### src/nvm_loader_defs.svh
// Word offsets, field positions and default values for the NVM configuration loader
`ifndef NVM_LOADER_DEFS_SVH
`define NVM_LOADER_DEFS_SVH
`define W_ADDR_LO 6'h00
`define W_ADDR_HI 6'h02
`define W_SHARED_LAST 6'h18
`define W_PCI_INIT 6'h0a
`define W_SUBSYS_ID 6'h0b
`define W_SUBSYS_VEN 6'h0c
`define W_DEV_ID 6'h0d
`define W_POWER 6'h10
`define B_FETCH_DEV 0
`define B_FETCH_SUBSYS 1
`define B_WAKE_EN 6
`define B_AUXILIARY_POWER_FLAG 7
`define PCI_INIT_DEFAULT 16'h10c3
`define POWER_DEFAULT 16'h0702
`define SUBSYS_ID_DEFAULT 16'h0000
`define SEL_D0_A 3'h0
`define SEL_D0_B 3'h4
`define SEL_D3_A 3'h3
`define SEL_D3_B 3'h7
`define WAKE_SUPPORT_ALL 5'h0f
`define WAKE_SUPPORT_COLD 5'h10
`endif

### src/nvm_loader_pkg.sv
// Types for the NVM configuration loader
`default_nettype none
package nvm_loader_pkg;
  typedef enum logic [2:0] {ST_IDLE, ST_REQ, ST_LO, ST_HI, ST_APPLY} load_state_t;
endpackage : nvm_loader_pkg
`default_nettype wire

### src/nvm_byte_if.sv
// Word read channel between the loader sequencer and the word fetcher
`timescale 1ns/1ns
`default_nettype none
interface nvm_byte_if;
  logic wordReq;
  logic [5:0] wordOffset;
  logic wordDone;
  logic [15:0] wordData;
  modport seq (output wordReq, output wordOffset, input wordDone, input wordData);
  modport fetch (input wordReq, input wordOffset, output wordDone, output wordData);
endinterface : nvm_byte_if
`default_nettype wire

### src/nvm_word_fetch.sv
// Assembles one 16-bit word from two byte reads of the NVM
`timescale 1ns/1ns
`default_nettype none
`include "nvm_loader_defs.svh"
module nvm_word_fetch
  import nvm_loader_pkg::*;
(
  input wire logic clk_sys,
  input wire logic resetn,
  nvm_byte_if.fetch wordPort,
  output logic byteRdReq,
  output logic [7:0] byteRdAddr,
  input wire logic byteRdValid,
  input wire logic [7:0] byteRdData
);
  logic busy_r;
  logic hiPhase_r;
  logic [7:0] addr_r;
  logic [7:0] lowByte_r;
  logic [15:0] data_r;
  logic done_r;
  logic [7:0] baseAddr;

  // Byte address is twice the word offset
  assign baseAddr = {1'b0, wordPort.wordOffset, 1'b0};
  assign byteRdReq = busy_r;
  assign byteRdAddr = addr_r;
  assign wordPort.wordDone = done_r;
  assign wordPort.wordData = data_r;

  always_ff @(posedge clk_sys) begin
    if (!resetn) begin
      busy_r <= 1'b0;
      hiPhase_r <= 1'b0;
      addr_r <= 8'h00;
      lowByte_r <= 8'h00;
      data_r <= 16'h0000;
      done_r <= 1'b0;
    end else begin
      done_r <= 1'b0;
      if (!busy_r && wordPort.wordReq && !done_r) begin
        busy_r <= 1'b1;
        hiPhase_r <= 1'b0;
        addr_r <= baseAddr;
      end else if (busy_r && byteRdValid) begin
        if (!hiPhase_r) begin
          lowByte_r <= byteRdData;
          hiPhase_r <= 1'b1;
          addr_r <= addr_r + 8'h01;
        end else begin
          // Lower byte address forms the low half
          data_r <= {byteRdData, lowByte_r};
          busy_r <= 1'b0;
          done_r <= 1'b1;
        end
      end
    end
  end

  byte_order_a: assert property (@(posedge clk_sys) disable iff (!resetn)
    wordPort.wordDone |-> wordPort.wordData[7:0] == $past(lowByte_r))
    else $error("word low half not from lower byte");
endmodule : nvm_word_fetch
`default_nettype wire

### src/lan_nvm_config_loader.sv
// LAN NVM configuration loader: fetches and applies shared and PCI word groups
// How it works
// - Shared reset fetches words 0x00..0x18 and applies the station address words plus the init, identifier and power words at 0x0A..0x10.
// - PCI reset fetches words 0x0A..0x10 and applies identifiers and power words.
// - First three words go to receive address slot zero, upper byte in high half.
// - Byte 1 bit 0 is first on wire; set means multicast.
// - Byte 1 bit 1 set means locally administered address.
// - Init bit 1 set loads subsystem ID and vendor ID, else defaults kept.
// - Init bit 0 set loads device ID, else built-in ID kept.
// - Subsystem ID reads zero when not loaded.
// - D3cold wake advertised only when aux power and wake enable both set.
// - Wake enable bit 6 permits wake in all states but D3cold (which also needs aux power) and sets wake support field.
// - Selector 0 or 4 returns active-state power, bits 15:8, 100 mW units.
// - Selector 3 or 7 returns sleep-state power bits 4:0, upper bits zero.
// - Power word used only with wake enable; absent word means 0x0702.
`timescale 1ns/1ns
`default_nettype none
`include "nvm_loader_defs.svh"
module lan_nvm_config_loader
  import nvm_loader_pkg::*;
#(
  parameter logic [15:0] SUBSYS_VEN_DEFAULT = 16'h1234, // Arbitrary value
  parameter logic [15:0] DEV_ID_DEFAULT = 16'h5678 // Arbitrary value
)(
  input wire logic clk_sys,
  input wire logic resetn,
  input wire logic sharedResetReq,
  input wire logic pciResetReq,
  input wire logic nvmPresent,
  output logic byteRdReq,
  output logic [7:0] byteRdAddr,
  input wire logic byteRdValid,
  input wire logic [7:0] byteRdData,
  output logic loadBusy,
  output logic [47:0] receive_address_slot_zero,
  output logic addrMulticast,
  output logic addrLocalAdmin,
  output logic [15:0] subsysId,
  output logic [15:0] subsysVendorId,
  output logic [15:0] deviceId,
  output logic power_mgmt_wake_enable,
  output logic [4:0] wake_support_field,
  input wire logic [2:0] powerDataSelect,
  output logic [7:0] powerData
);
  nvm_byte_if wordBus();

  load_state_t state_r;
  load_state_t state_nxt;
  logic pciGroup_r;
  logic [5:0] offset_r;
  logic [15:0] word_r;
  logic [15:0] pciInit_r;
  logic [15:0] power_r;
  logic [47:0] addr_r;
  logic [15:0] subsysId_r;
  logic [15:0] subsysVen_r;
  logic [15:0] devId_r;
  logic [7:0] powerData_r;
  logic [5:0] lastOffset;
  logic groupDone;
  logic wakeEn;
  logic auxPwr;
  logic [7:0] activePower;
  logic [7:0] sleepPower;
  logic [15:0] powerEff;

  nvm_word_fetch fetchUnit (
    .clk_sys(clk_sys),
    .resetn(resetn),
    .wordPort(wordBus.fetch),
    .byteRdReq(byteRdReq),
    .byteRdAddr(byteRdAddr),
    .byteRdValid(byteRdValid),
    .byteRdData(byteRdData)
  );

  function automatic logic isSel(input logic [2:0] sel, input logic [2:0] a,
                                 input logic [2:0] b);
    isSel = (sel == a) || (sel == b);
  endfunction : isSel

  assign wordBus.wordReq = (state_r == ST_REQ);
  assign wordBus.wordOffset = offset_r;
  assign lastOffset = pciGroup_r ? `W_POWER : `W_SHARED_LAST;
  assign groupDone = (offset_r == lastOffset);
  assign loadBusy = (state_r != ST_IDLE);

  assign wakeEn = pciInit_r[`B_WAKE_EN];
  assign auxPwr = pciInit_r[`B_AUXILIARY_POWER_FLAG];
  assign power_mgmt_wake_enable = wakeEn;
  // Cold wake bit only with aux power and wake enable
  assign wake_support_field = !wakeEn ? 5'h00 :
    (auxPwr ? (`WAKE_SUPPORT_ALL | `WAKE_SUPPORT_COLD) : `WAKE_SUPPORT_ALL);
  assign powerEff = wakeEn ? power_r : 16'h0000;
  assign activePower = powerEff[15:8];
  assign sleepPower = {3'h0, powerEff[4:0]};

  assign receive_address_slot_zero = addr_r;
  assign addrMulticast = addr_r[0];
  assign addrLocalAdmin = addr_r[1];
  assign subsysId = subsysId_r;
  assign subsysVendorId = subsysVen_r;
  assign deviceId = devId_r;
  assign powerData = powerData_r;

  always_comb begin
    state_nxt = state_r;
    case (state_r)
      ST_IDLE: begin
        if ((sharedResetReq || pciResetReq) && nvmPresent) begin
          state_nxt = ST_REQ;
        end
      end
      ST_REQ: begin
        state_nxt = ST_LO;
      end
      ST_LO: begin
        if (wordBus.wordDone) begin
          state_nxt = ST_APPLY;
        end
      end
      ST_APPLY: begin
        state_nxt = groupDone ? ST_IDLE : ST_REQ;
      end
      default: begin
        state_nxt = ST_IDLE;
      end
    endcase
  end

  always_ff @(posedge clk_sys) begin
    if (!resetn) begin
      state_r <= ST_IDLE;
      pciGroup_r <= 1'b0;
      offset_r <= 6'h00;
      word_r <= 16'h0000;
    end else begin
      state_r <= state_nxt;
      if (state_r == ST_IDLE) begin
        // Shared reset takes precedence when both arrive together
        pciGroup_r <= !sharedResetReq;
        offset_r <= sharedResetReq ? `W_ADDR_LO : `W_PCI_INIT;
      end else if (state_r == ST_APPLY) begin
        offset_r <= offset_r + 6'h01;
      end
      if (wordBus.wordDone) begin
        word_r <= wordBus.wordData;
      end
    end
  end

  always_ff @(posedge clk_sys) begin
    if (!resetn) begin
      addr_r <= 48'h0;
      pciInit_r <= `PCI_INIT_DEFAULT;
      power_r <= `POWER_DEFAULT;
      subsysId_r <= `SUBSYS_ID_DEFAULT;
      subsysVen_r <= SUBSYS_VEN_DEFAULT;
      devId_r <= DEV_ID_DEFAULT;
    end else if (state_r == ST_APPLY) begin
      if (offset_r <= `W_ADDR_HI) begin
        // Word n holds bytes 2n+1 (low half) and 2n+2 (high half)
        addr_r[{offset_r[1:0], 4'h0} +: 16] <= word_r;
      end
      if (offset_r == `W_PCI_INIT) begin
        pciInit_r <= word_r;
      end
      if (offset_r == `W_SUBSYS_ID && pciInit_r[`B_FETCH_SUBSYS]) begin
        subsysId_r <= word_r;
      end
      if (offset_r == `W_SUBSYS_VEN && pciInit_r[`B_FETCH_SUBSYS]) begin
        subsysVen_r <= word_r;
      end
      if (offset_r == `W_DEV_ID && pciInit_r[`B_FETCH_DEV]) begin
        devId_r <= word_r;
      end
      if (offset_r == `W_POWER) begin
        power_r <= word_r;
      end
    end
  end

  always_ff @(posedge clk_sys) begin
    if (!resetn) begin
      powerData_r <= 8'h00;
    end else if (isSel(powerDataSelect, `SEL_D0_A, `SEL_D0_B)) begin
      powerData_r <= activePower;
    end else if (isSel(powerDataSelect, `SEL_D3_A, `SEL_D3_B)) begin
      powerData_r <= sleepPower;
    end else begin
      powerData_r <= 8'h00;
    end
  end

  subsys_keep_a: assert property (@(posedge clk_sys) disable iff (!resetn)
    (state_r == ST_APPLY && offset_r == `W_SUBSYS_ID && !pciInit_r[`B_FETCH_SUBSYS])
    |=> $stable(subsysId_r))
    else $error("subsystem ID changed while not enabled");
  dev_load_a: assert property (@(posedge clk_sys) disable iff (!resetn)
    (state_r == ST_APPLY && offset_r == `W_DEV_ID && pciInit_r[`B_FETCH_DEV])
    |=> devId_r == $past(word_r))
    else $error("device ID not loaded");
  dev_keep_a: assert property (@(posedge clk_sys) disable iff (!resetn)
    (state_r == ST_APPLY && offset_r == `W_DEV_ID && !pciInit_r[`B_FETCH_DEV])
    |=> $stable(devId_r))
    else $error("device ID changed while not enabled");
  cold_wake_a: assert property (@(posedge clk_sys) disable iff (!resetn)
    wake_support_field[4] == (auxPwr && wakeEn))
    else $error("cold wake advertised wrongly");
  wake_field_a: assert property (@(posedge clk_sys) disable iff (!resetn)
    !wakeEn |-> wake_support_field == 5'h00)
    else $error("wake support set while disabled");
  d0_power_a: assert property (@(posedge clk_sys) disable iff (!resetn)
    (powerDataSelect == `SEL_D0_B) |=> powerData == $past(activePower))
    else $error("active power not returned");
  d3_power_a: assert property (@(posedge clk_sys) disable iff (!resetn)
    (powerDataSelect == `SEL_D3_A) |=> powerData == {3'h0, $past(powerEff[4:0])})
    else $error("sleep power upper bits not zero");
  addr_slot_a: assert property (@(posedge clk_sys) disable iff (!resetn)
    (state_r == ST_APPLY && offset_r == `W_ADDR_LO)
    |=> addr_r[15:0] == $past(word_r))
    else $error("address word 0 not placed");
  group_end_a: assert property (@(posedge clk_sys) disable iff (!resetn)
    (state_r == ST_APPLY && pciGroup_r && offset_r == `W_POWER) |=> state_r == ST_IDLE)
    else $error("PCI group did not stop at power word");
  shared_end_a: assert property (@(posedge clk_sys) disable iff (!resetn)
    (state_r == ST_APPLY && !pciGroup_r && offset_r == `W_SHARED_LAST)
    |=> state_r == ST_IDLE)
    else $error("shared group did not stop at last word");
endmodule : lan_nvm_config_loader
`default_nettype wire

### config.mk
export PLATFORM = sky130hd
export DESIGN_NAME = lan_nvm_config_loader
export DESIGN_NICKNAME = d
export VERILOG_FILES = /design/src/nvm_loader_pkg.sv /design/src/nvm_byte_if.sv /design/src/nvm_word_fetch.sv /design/src/lan_nvm_config_loader.sv
export VERILOG_INCLUDE_DIRS = /design/src
export SDC_FILE = /design/constraint.sdc
export NUM_CORES = 1
export LEC_CHECK = 0
export BUFFER_PORTS_ARGS = -buffer_cell sky130_fd_sc_hd__buf_2
export CORE_ASPECT_RATIO = 2
export CORE_UTILIZATION = 47
export DETAILED_ROUTE_END_ITERATION = 12
export HOLD_SLACK_MARGIN = 0.03
export PLACE_DENSITY = 0.71
export SLEW_MARGIN = 20
export SYNTH_ARGS = -nofsm -noshare
export SYNTH_HDL_FRONTEND = slang
export SYNTH_SLANG_ARGS = --single-unit
### constraint.sdc
create_clock -name clk_sys -period 2.3 [get_ports clk_sys]
set_clock_uncertainty 0.05 [all_clocks]
set_input_delay 0.46 -clock clk_sys [delete_from_list [all_inputs] [get_ports clk_sys]]
set_output_delay 0.46 -clock clk_sys [all_outputs]
set_load 0.005 [all_outputs]
==> impl_metrics.py <==
metrics = {
    "drt": {
        "drc": 0,
        "post_drt_via_cell_ratio": 5.19,
        "wirelength_microns": 17300,
        "pre_antenna_drt_iters": 5,
        "wl_per_cell_microns": 15.7,
        "detail_route.iter0.violations": 246,
        "dr_total_vias": 5714,
        "route.antenna.remaining_nets": 0,
    },
    "cells_and_area": {
        "number_of_antenna_cells_inserted": 0,
        "design.final.nets": 919,
        "utilization_pct": 58.0,
        "final_layout_size_suffix_gt1_share_pct": 21.9,
        "area_delta_synth_final_pct": 20.2,
        "fillers": 1385,
        "finish.instance_area_sq_um": 8360,
    },
    "critical_path": {
        "critPathRequiredTime_ns": 1.79,
        "crit_type": "flip-flop to primary output",
        "r2r_start": "offset_r[4]$_SDFFE_PN0P_",
        "critPathCaptureType": "primary output",
        "worstReg2RegEnd": "receive_address_slot_zero[31]$_SDFFE_PN0P_",
        "reg2reg_depth": 4,
        "critical_path_arrival_ns": 1.52,
        "path_max_fanout": 9,
        "worstSetupStartpointType": "flip-flop",
        "ff2ff_setup_slack_ns": 0.30,
    },
    "floorplan": {
        "floorplan.die_area_sq_um": 15300,
        "fp.dieH_microns": 174,
        "dieWidth_microns": 88.0,
        "io_pins": 139,
        "core-area_sq_um": 14400,
        "initial_utilization_pct": 48.2,
        "rows": 62,
    },
    "worst_hold_path": {
        "hold-path-endpoint": "fetchUnit.lowByte_r[2]$_SDFFE_PN0P_",
        "timing.hold.worst.class": "input pin to flip-flop",
        "worstHoldStart": "byteRdData[2]",
        "worst_hold_path.num_cells": 3,
    },
    "global_route": {
        "grt_util_met3_pct": 4.08,
        "grt_util_met2_pct": 39.7,
        "groute.layer.met1.usage_pct": 26.2,
        "gr-usage-all-layers_pct": 23.0,
        "vias_in_the_first_global_route": 5147,
        "first_pass_grt_wire_length_microns": 26700,
        "grt_ovf": 0,
        "busiest_layer": "met2",
        "grt_antenna_before_repair": 0,
        "grt_max_degree": 70,
    },
    "synthesis": {
        "synth_edf_count": 0,
        "synth_cell_types": 48,
        "synth_largest_type_area_fraction_pct": 52.4,
        "ys_ff_latch": 182,
        "ys_seq_area_share_pct": 52.4,
        "synth.cell_area_sq_um": 6960,
        "synthesis_warnings": 0,
        "post_synth_inst_count": 780,
        "synth_top_cells_by_area": "sky130_fd_sc_hd__dfxtp_1 52%, sky130_fd_sc_hd__mux2i_1 11%, sky130_fd_sc_hd__nand2_1 9.6%, sky130_fd_sc_hd__nand3_1 4.2%, sky130_fd_sc_hd__o21ai_0 4.1%",
        "mapped_nets": 803,
        "post_synth.cell_area_avg_sq_um": 8.92,
        "post-synth-top-area-cell": "sky130_fd_sc_hd__dfxtp_1",
        "synthArstFlopShare_pct": 0,
        "synth-main-ff-cell": "sky130_fd_sc_hd__dfxtp_1",
    },
    "sta": {
        "achievable-frequency_mhz": 493,
        "min_period_ns": 2.03,
        "grt_setup_unrepaired": "no",
        "totalNegativeSetupSlack_ns": 0,
        "timing.final.setup_violations": 0,
        "drv_slew": 0,
        "timing.final.hold_violations": 0,
        "max-slew-margin-rel_pct": 54.6,
        "worst_slew_pin_slew_ns": 0.681,
        "fin_crit_sh_pct": 88.2,
    },
    "power": {
        "power_per_cell_area_nw_per_um2": 763,
        "combinational_group_share_of_total_power_pct": 3.2,
        "power.switching_mw": 1.41,
        "pwr-share-seq_pct": 49.9,
        "internal_dissipation_mw": 4.96,
        "leakage_nw": 3.70,
        "irDropWorstVdd_mv": 0.521,
        "clkPwrFrac_pct": 46.8,
        "power.share.switching_pct": 22.2,
    },
    "clock_network": {
        "postCtsHoldBufs": 0,
        "cts_resized": 0,
        "htree_levels": 4,
        "post_cts_buffers": 0,
        "tritoncts": "done",
        "worst_skew_pair.late_latency_ns": 0.43,
        "cts.root.buffer_cell": "sky130_fd_sc_hd__clkbuf_16",
        "cts.path.max_buffers": 2,
        "cts_buffers": 17,
        "worst_setup_hold_path_clk_slew_ns": 0.07,
        "cts_num_sinks": 182,
    },
    "placed_design": {
        "gp_congestion": 0.852,
        "dpl-instance-area_sq_um": 7760,
        "hpwlAfterDp_microns": 12000,
        "place.port_buffers": 137,
    },
    "outcome": {
        "run_status": "completed",
    },
    "flow_run": {
        "drv_cap": 0,
    },
}
## synth_stat cells (3+ instances only)
master	count
sky130_fd_sc_hd__a21oi_1	41
sky130_fd_sc_hd__xnor2_1	3
sky130_fd_sc_hd__ha_1	6
sky130_fd_sc_hd__nand2_1	178
sky130_fd_sc_hd__nand3_1	59
sky130_fd_sc_hd__nand2b_1	3
sky130_fd_sc_hd__a31oi_1	3
sky130_fd_sc_hd__a22oi_1	6
sky130_fd_sc_hd__dfxtp_1	182
sky130_fd_sc_hd__o21ai_0	57
sky130_fd_sc_hd__inv_1	4
sky130_fd_sc_hd__nor2_1	46
sky130_fd_sc_hd__mux2i_1	78
sky130_fd_sc_hd__nor3_1	4
sky130_fd_sc_hd__and3_1	6
sky130_fd_sc_hd__buf_4	7
sky130_fd_sc_hd__buf_2	6
sky130_fd_sc_hd__clkbuf_1	37
sky130_fd_sc_hd__and2_1	5
sky130_fd_sc_hd__nand4_1	4
sky130_fd_sc_hd__buf_6	3
sky130_fd_sc_hd__nor3b_1	3
sky130_fd_sc_hd__buf_1	8
## critical path, cell delays in order, from the launching register on
cell and delay, ns:
sky130_fd_sc_hd__dfxtp_1 0.32, sky130_fd_sc_hd__buf_4 0.17, sky130_fd_sc_hd__or3_1 0.44, sky130_fd_sc_hd__buf_2 0.16
## cell families (layout without fill, tap and decap cells)
| group | after synthesis | after routing | share of synthesized area [%] |
|---|---|---|---|
| buffers and inverters | 65 | 194 | 4.31 |
| xor gates and xnor gates | 3 | 3 | 0.378 |
| muxes | 80 | 80 | 11.5 |
| AOI/OAI and AO/OA | 115 | 115 | 8.97 |
| adders and majority gates | 6 | 6 | 1.08 |
| DFF | 182 | 182 | 52.4 |
| and+or+nand+nor | 329 | 329 | 21.4 |
## worst max-delay path by stage
stage / start / endpoint / slack (ns) / depth (start not counted)
floorplan: offset_r[0]$_SDFFE_PN0P_ / power_r[10]$_SDFFE_PN1P_ / 0.24 / 9
global placement: offset_r[4]$_SDFFE_PN0P_ / receive_address_slot_zero[0]$_SDFFE_PN0P_ / 0.39 / 4
detailed placement: offset_r[4]$_SDFFE_PN0P_ / receive_address_slot_zero[21]$_SDFFE_PN0P_ / 0.35 / 4
CTS: state_r[2]$_SDFFE_PN0P_ / loadBusy / 0.26 / 3
global route: offset_r[4]$_SDFFE_PN0P_ / receive_address_slot_zero[21]$_SDFFE_PN0P_ / 0.19 / 4
finish: state_r[2]$_SDFFE_PN0P_ / loadBusy / 0.27 / 3
## state kept, by name (all words and copies together) (netlist names)
| name | flops |
|---|---|
| receive_address_slot_zero | 48 |
| deviceId | 16 |
| fetchUnit.wordPort.wordData | 16 |
| subsysId | 16 |
| subsysVendorId | 16 |
| word_r | 16 |
| power_r | 13 |
| fetchUnit.byteRdAddr | 8 |
| fetchUnit.lowByte_r | 8 |
| powerData | 8 |
| offset_r | 6 |
| pciInit_r | 4 |
| state_r | 3 |
| fetchUnit.byteRdReq | 1 |
| fetchUnit.hiPhase_r | 1 |
| fetchUnit.wordPort.wordDone | 1 |
| pciGroup_r | 1 |
## power groups by stage
stage	Combinational (mW)	Sequential, mW	Clock [mW]
3_5_place_dp	0.204	3.26	0
4_1_cts	0.205	3.18	3.03
5_1_grt	0.226	3.19	3.17
2_1_floorplan	0.137	3.25	0
3_3_place_gp	0.202	3.26	0
6_report	0.205	3.19	2.99
## layout make-up
type,instances,area (sq um),area share (%)
clock buffer,19,433,5.18
clock inverter,13,170,2.03
inverter,4,15.0,0.180
multi-input combinational,533,3020,36.1
sequential,182,3640,43.6
tap,192,240,2.87
timing repair buffer,158,846,10.1
## through the flow
stage               setup slack, ns  cells  power [mW]  hold slack [ns]
global route                  0.187   1101        6.59            0.223
CTS                           0.259   1101        6.42            0.217
detailed placement            0.346   1069        3.46            0.394
floorplan                     0.242    780        3.39            0.382
finish                        0.271   1101        6.38            0.219
global placement              0.394   1069        3.46            0.388
## routing by layer
metal | up-vias | share of wire (%)
li1 | 2872 | -
met1 | 2640 | 41
met2 | 162 | 52
met3 | 40 | 3.6
met4 | 0 | 4.1
met5 | - | 0
## layout by cell type (no fill, tap or decap), types with 2 or more instances in the layout
master / synthesis / final
sky130_fd_sc_hd__nand2_1: 178 / 178
sky130_fd_sc_hd__buf_2: 6 / 136
sky130_fd_sc_hd__and3_1: 6 / 6
sky130_fd_sc_hd__clkinv_2: 0 / 2
sky130_fd_sc_hd__nand4b_1: 2 / 2
sky130_fd_sc_hd__mux2i_1: 78 / 78
sky130_fd_sc_hd__nor2_1: 46 / 46
sky130_fd_sc_hd__nor3b_1: 3 / 3
sky130_fd_sc_hd__nand3_2: 2 / 2
sky130_fd_sc_hd__xnor2_1: 3 / 3
sky130_fd_sc_hd__mux2_2: 2 / 2
sky130_fd_sc_hd__inv_1: 4 / 3
sky130_fd_sc_hd__bufinv_16: 0 / 3
sky130_fd_sc_hd__clkbuf_1: 37 / 2
sky130_fd_sc_hd__nor4_1: 2 / 2
sky130_fd_sc_hd__a31oi_1: 3 / 3
sky130_fd_sc_hd__a22oi_1: 6 / 6
sky130_fd_sc_hd__clkinvlp_4: 0 / 2
sky130_fd_sc_hd__buf_4: 7 / 22
sky130_fd_sc_hd__nand2b_1: 3 / 3
sky130_fd_sc_hd__a21oi_1: 41 / 41
sky130_fd_sc_hd__nand3_1: 59 / 59
sky130_fd_sc_hd__dfxtp_1: 182 / 182
sky130_fd_sc_hd__inv_6: 0 / 4
sky130_fd_sc_hd__nor4b_2: 2 / 2
sky130_fd_sc_hd__o21ai_0: 57 / 57
sky130_fd_sc_hd__and2_1: 5 / 5
sky130_fd_sc_hd__nand4_1: 4 / 4
sky130_fd_sc_hd__nand3b_1: 2 / 2
sky130_fd_sc_hd__nor3_1: 4 / 4
sky130_fd_sc_hd__ha_1: 6 / 6
sky130_fd_sc_hd__clkbuf_16: 0 / 17
Power figures use the tool's default switching activity.
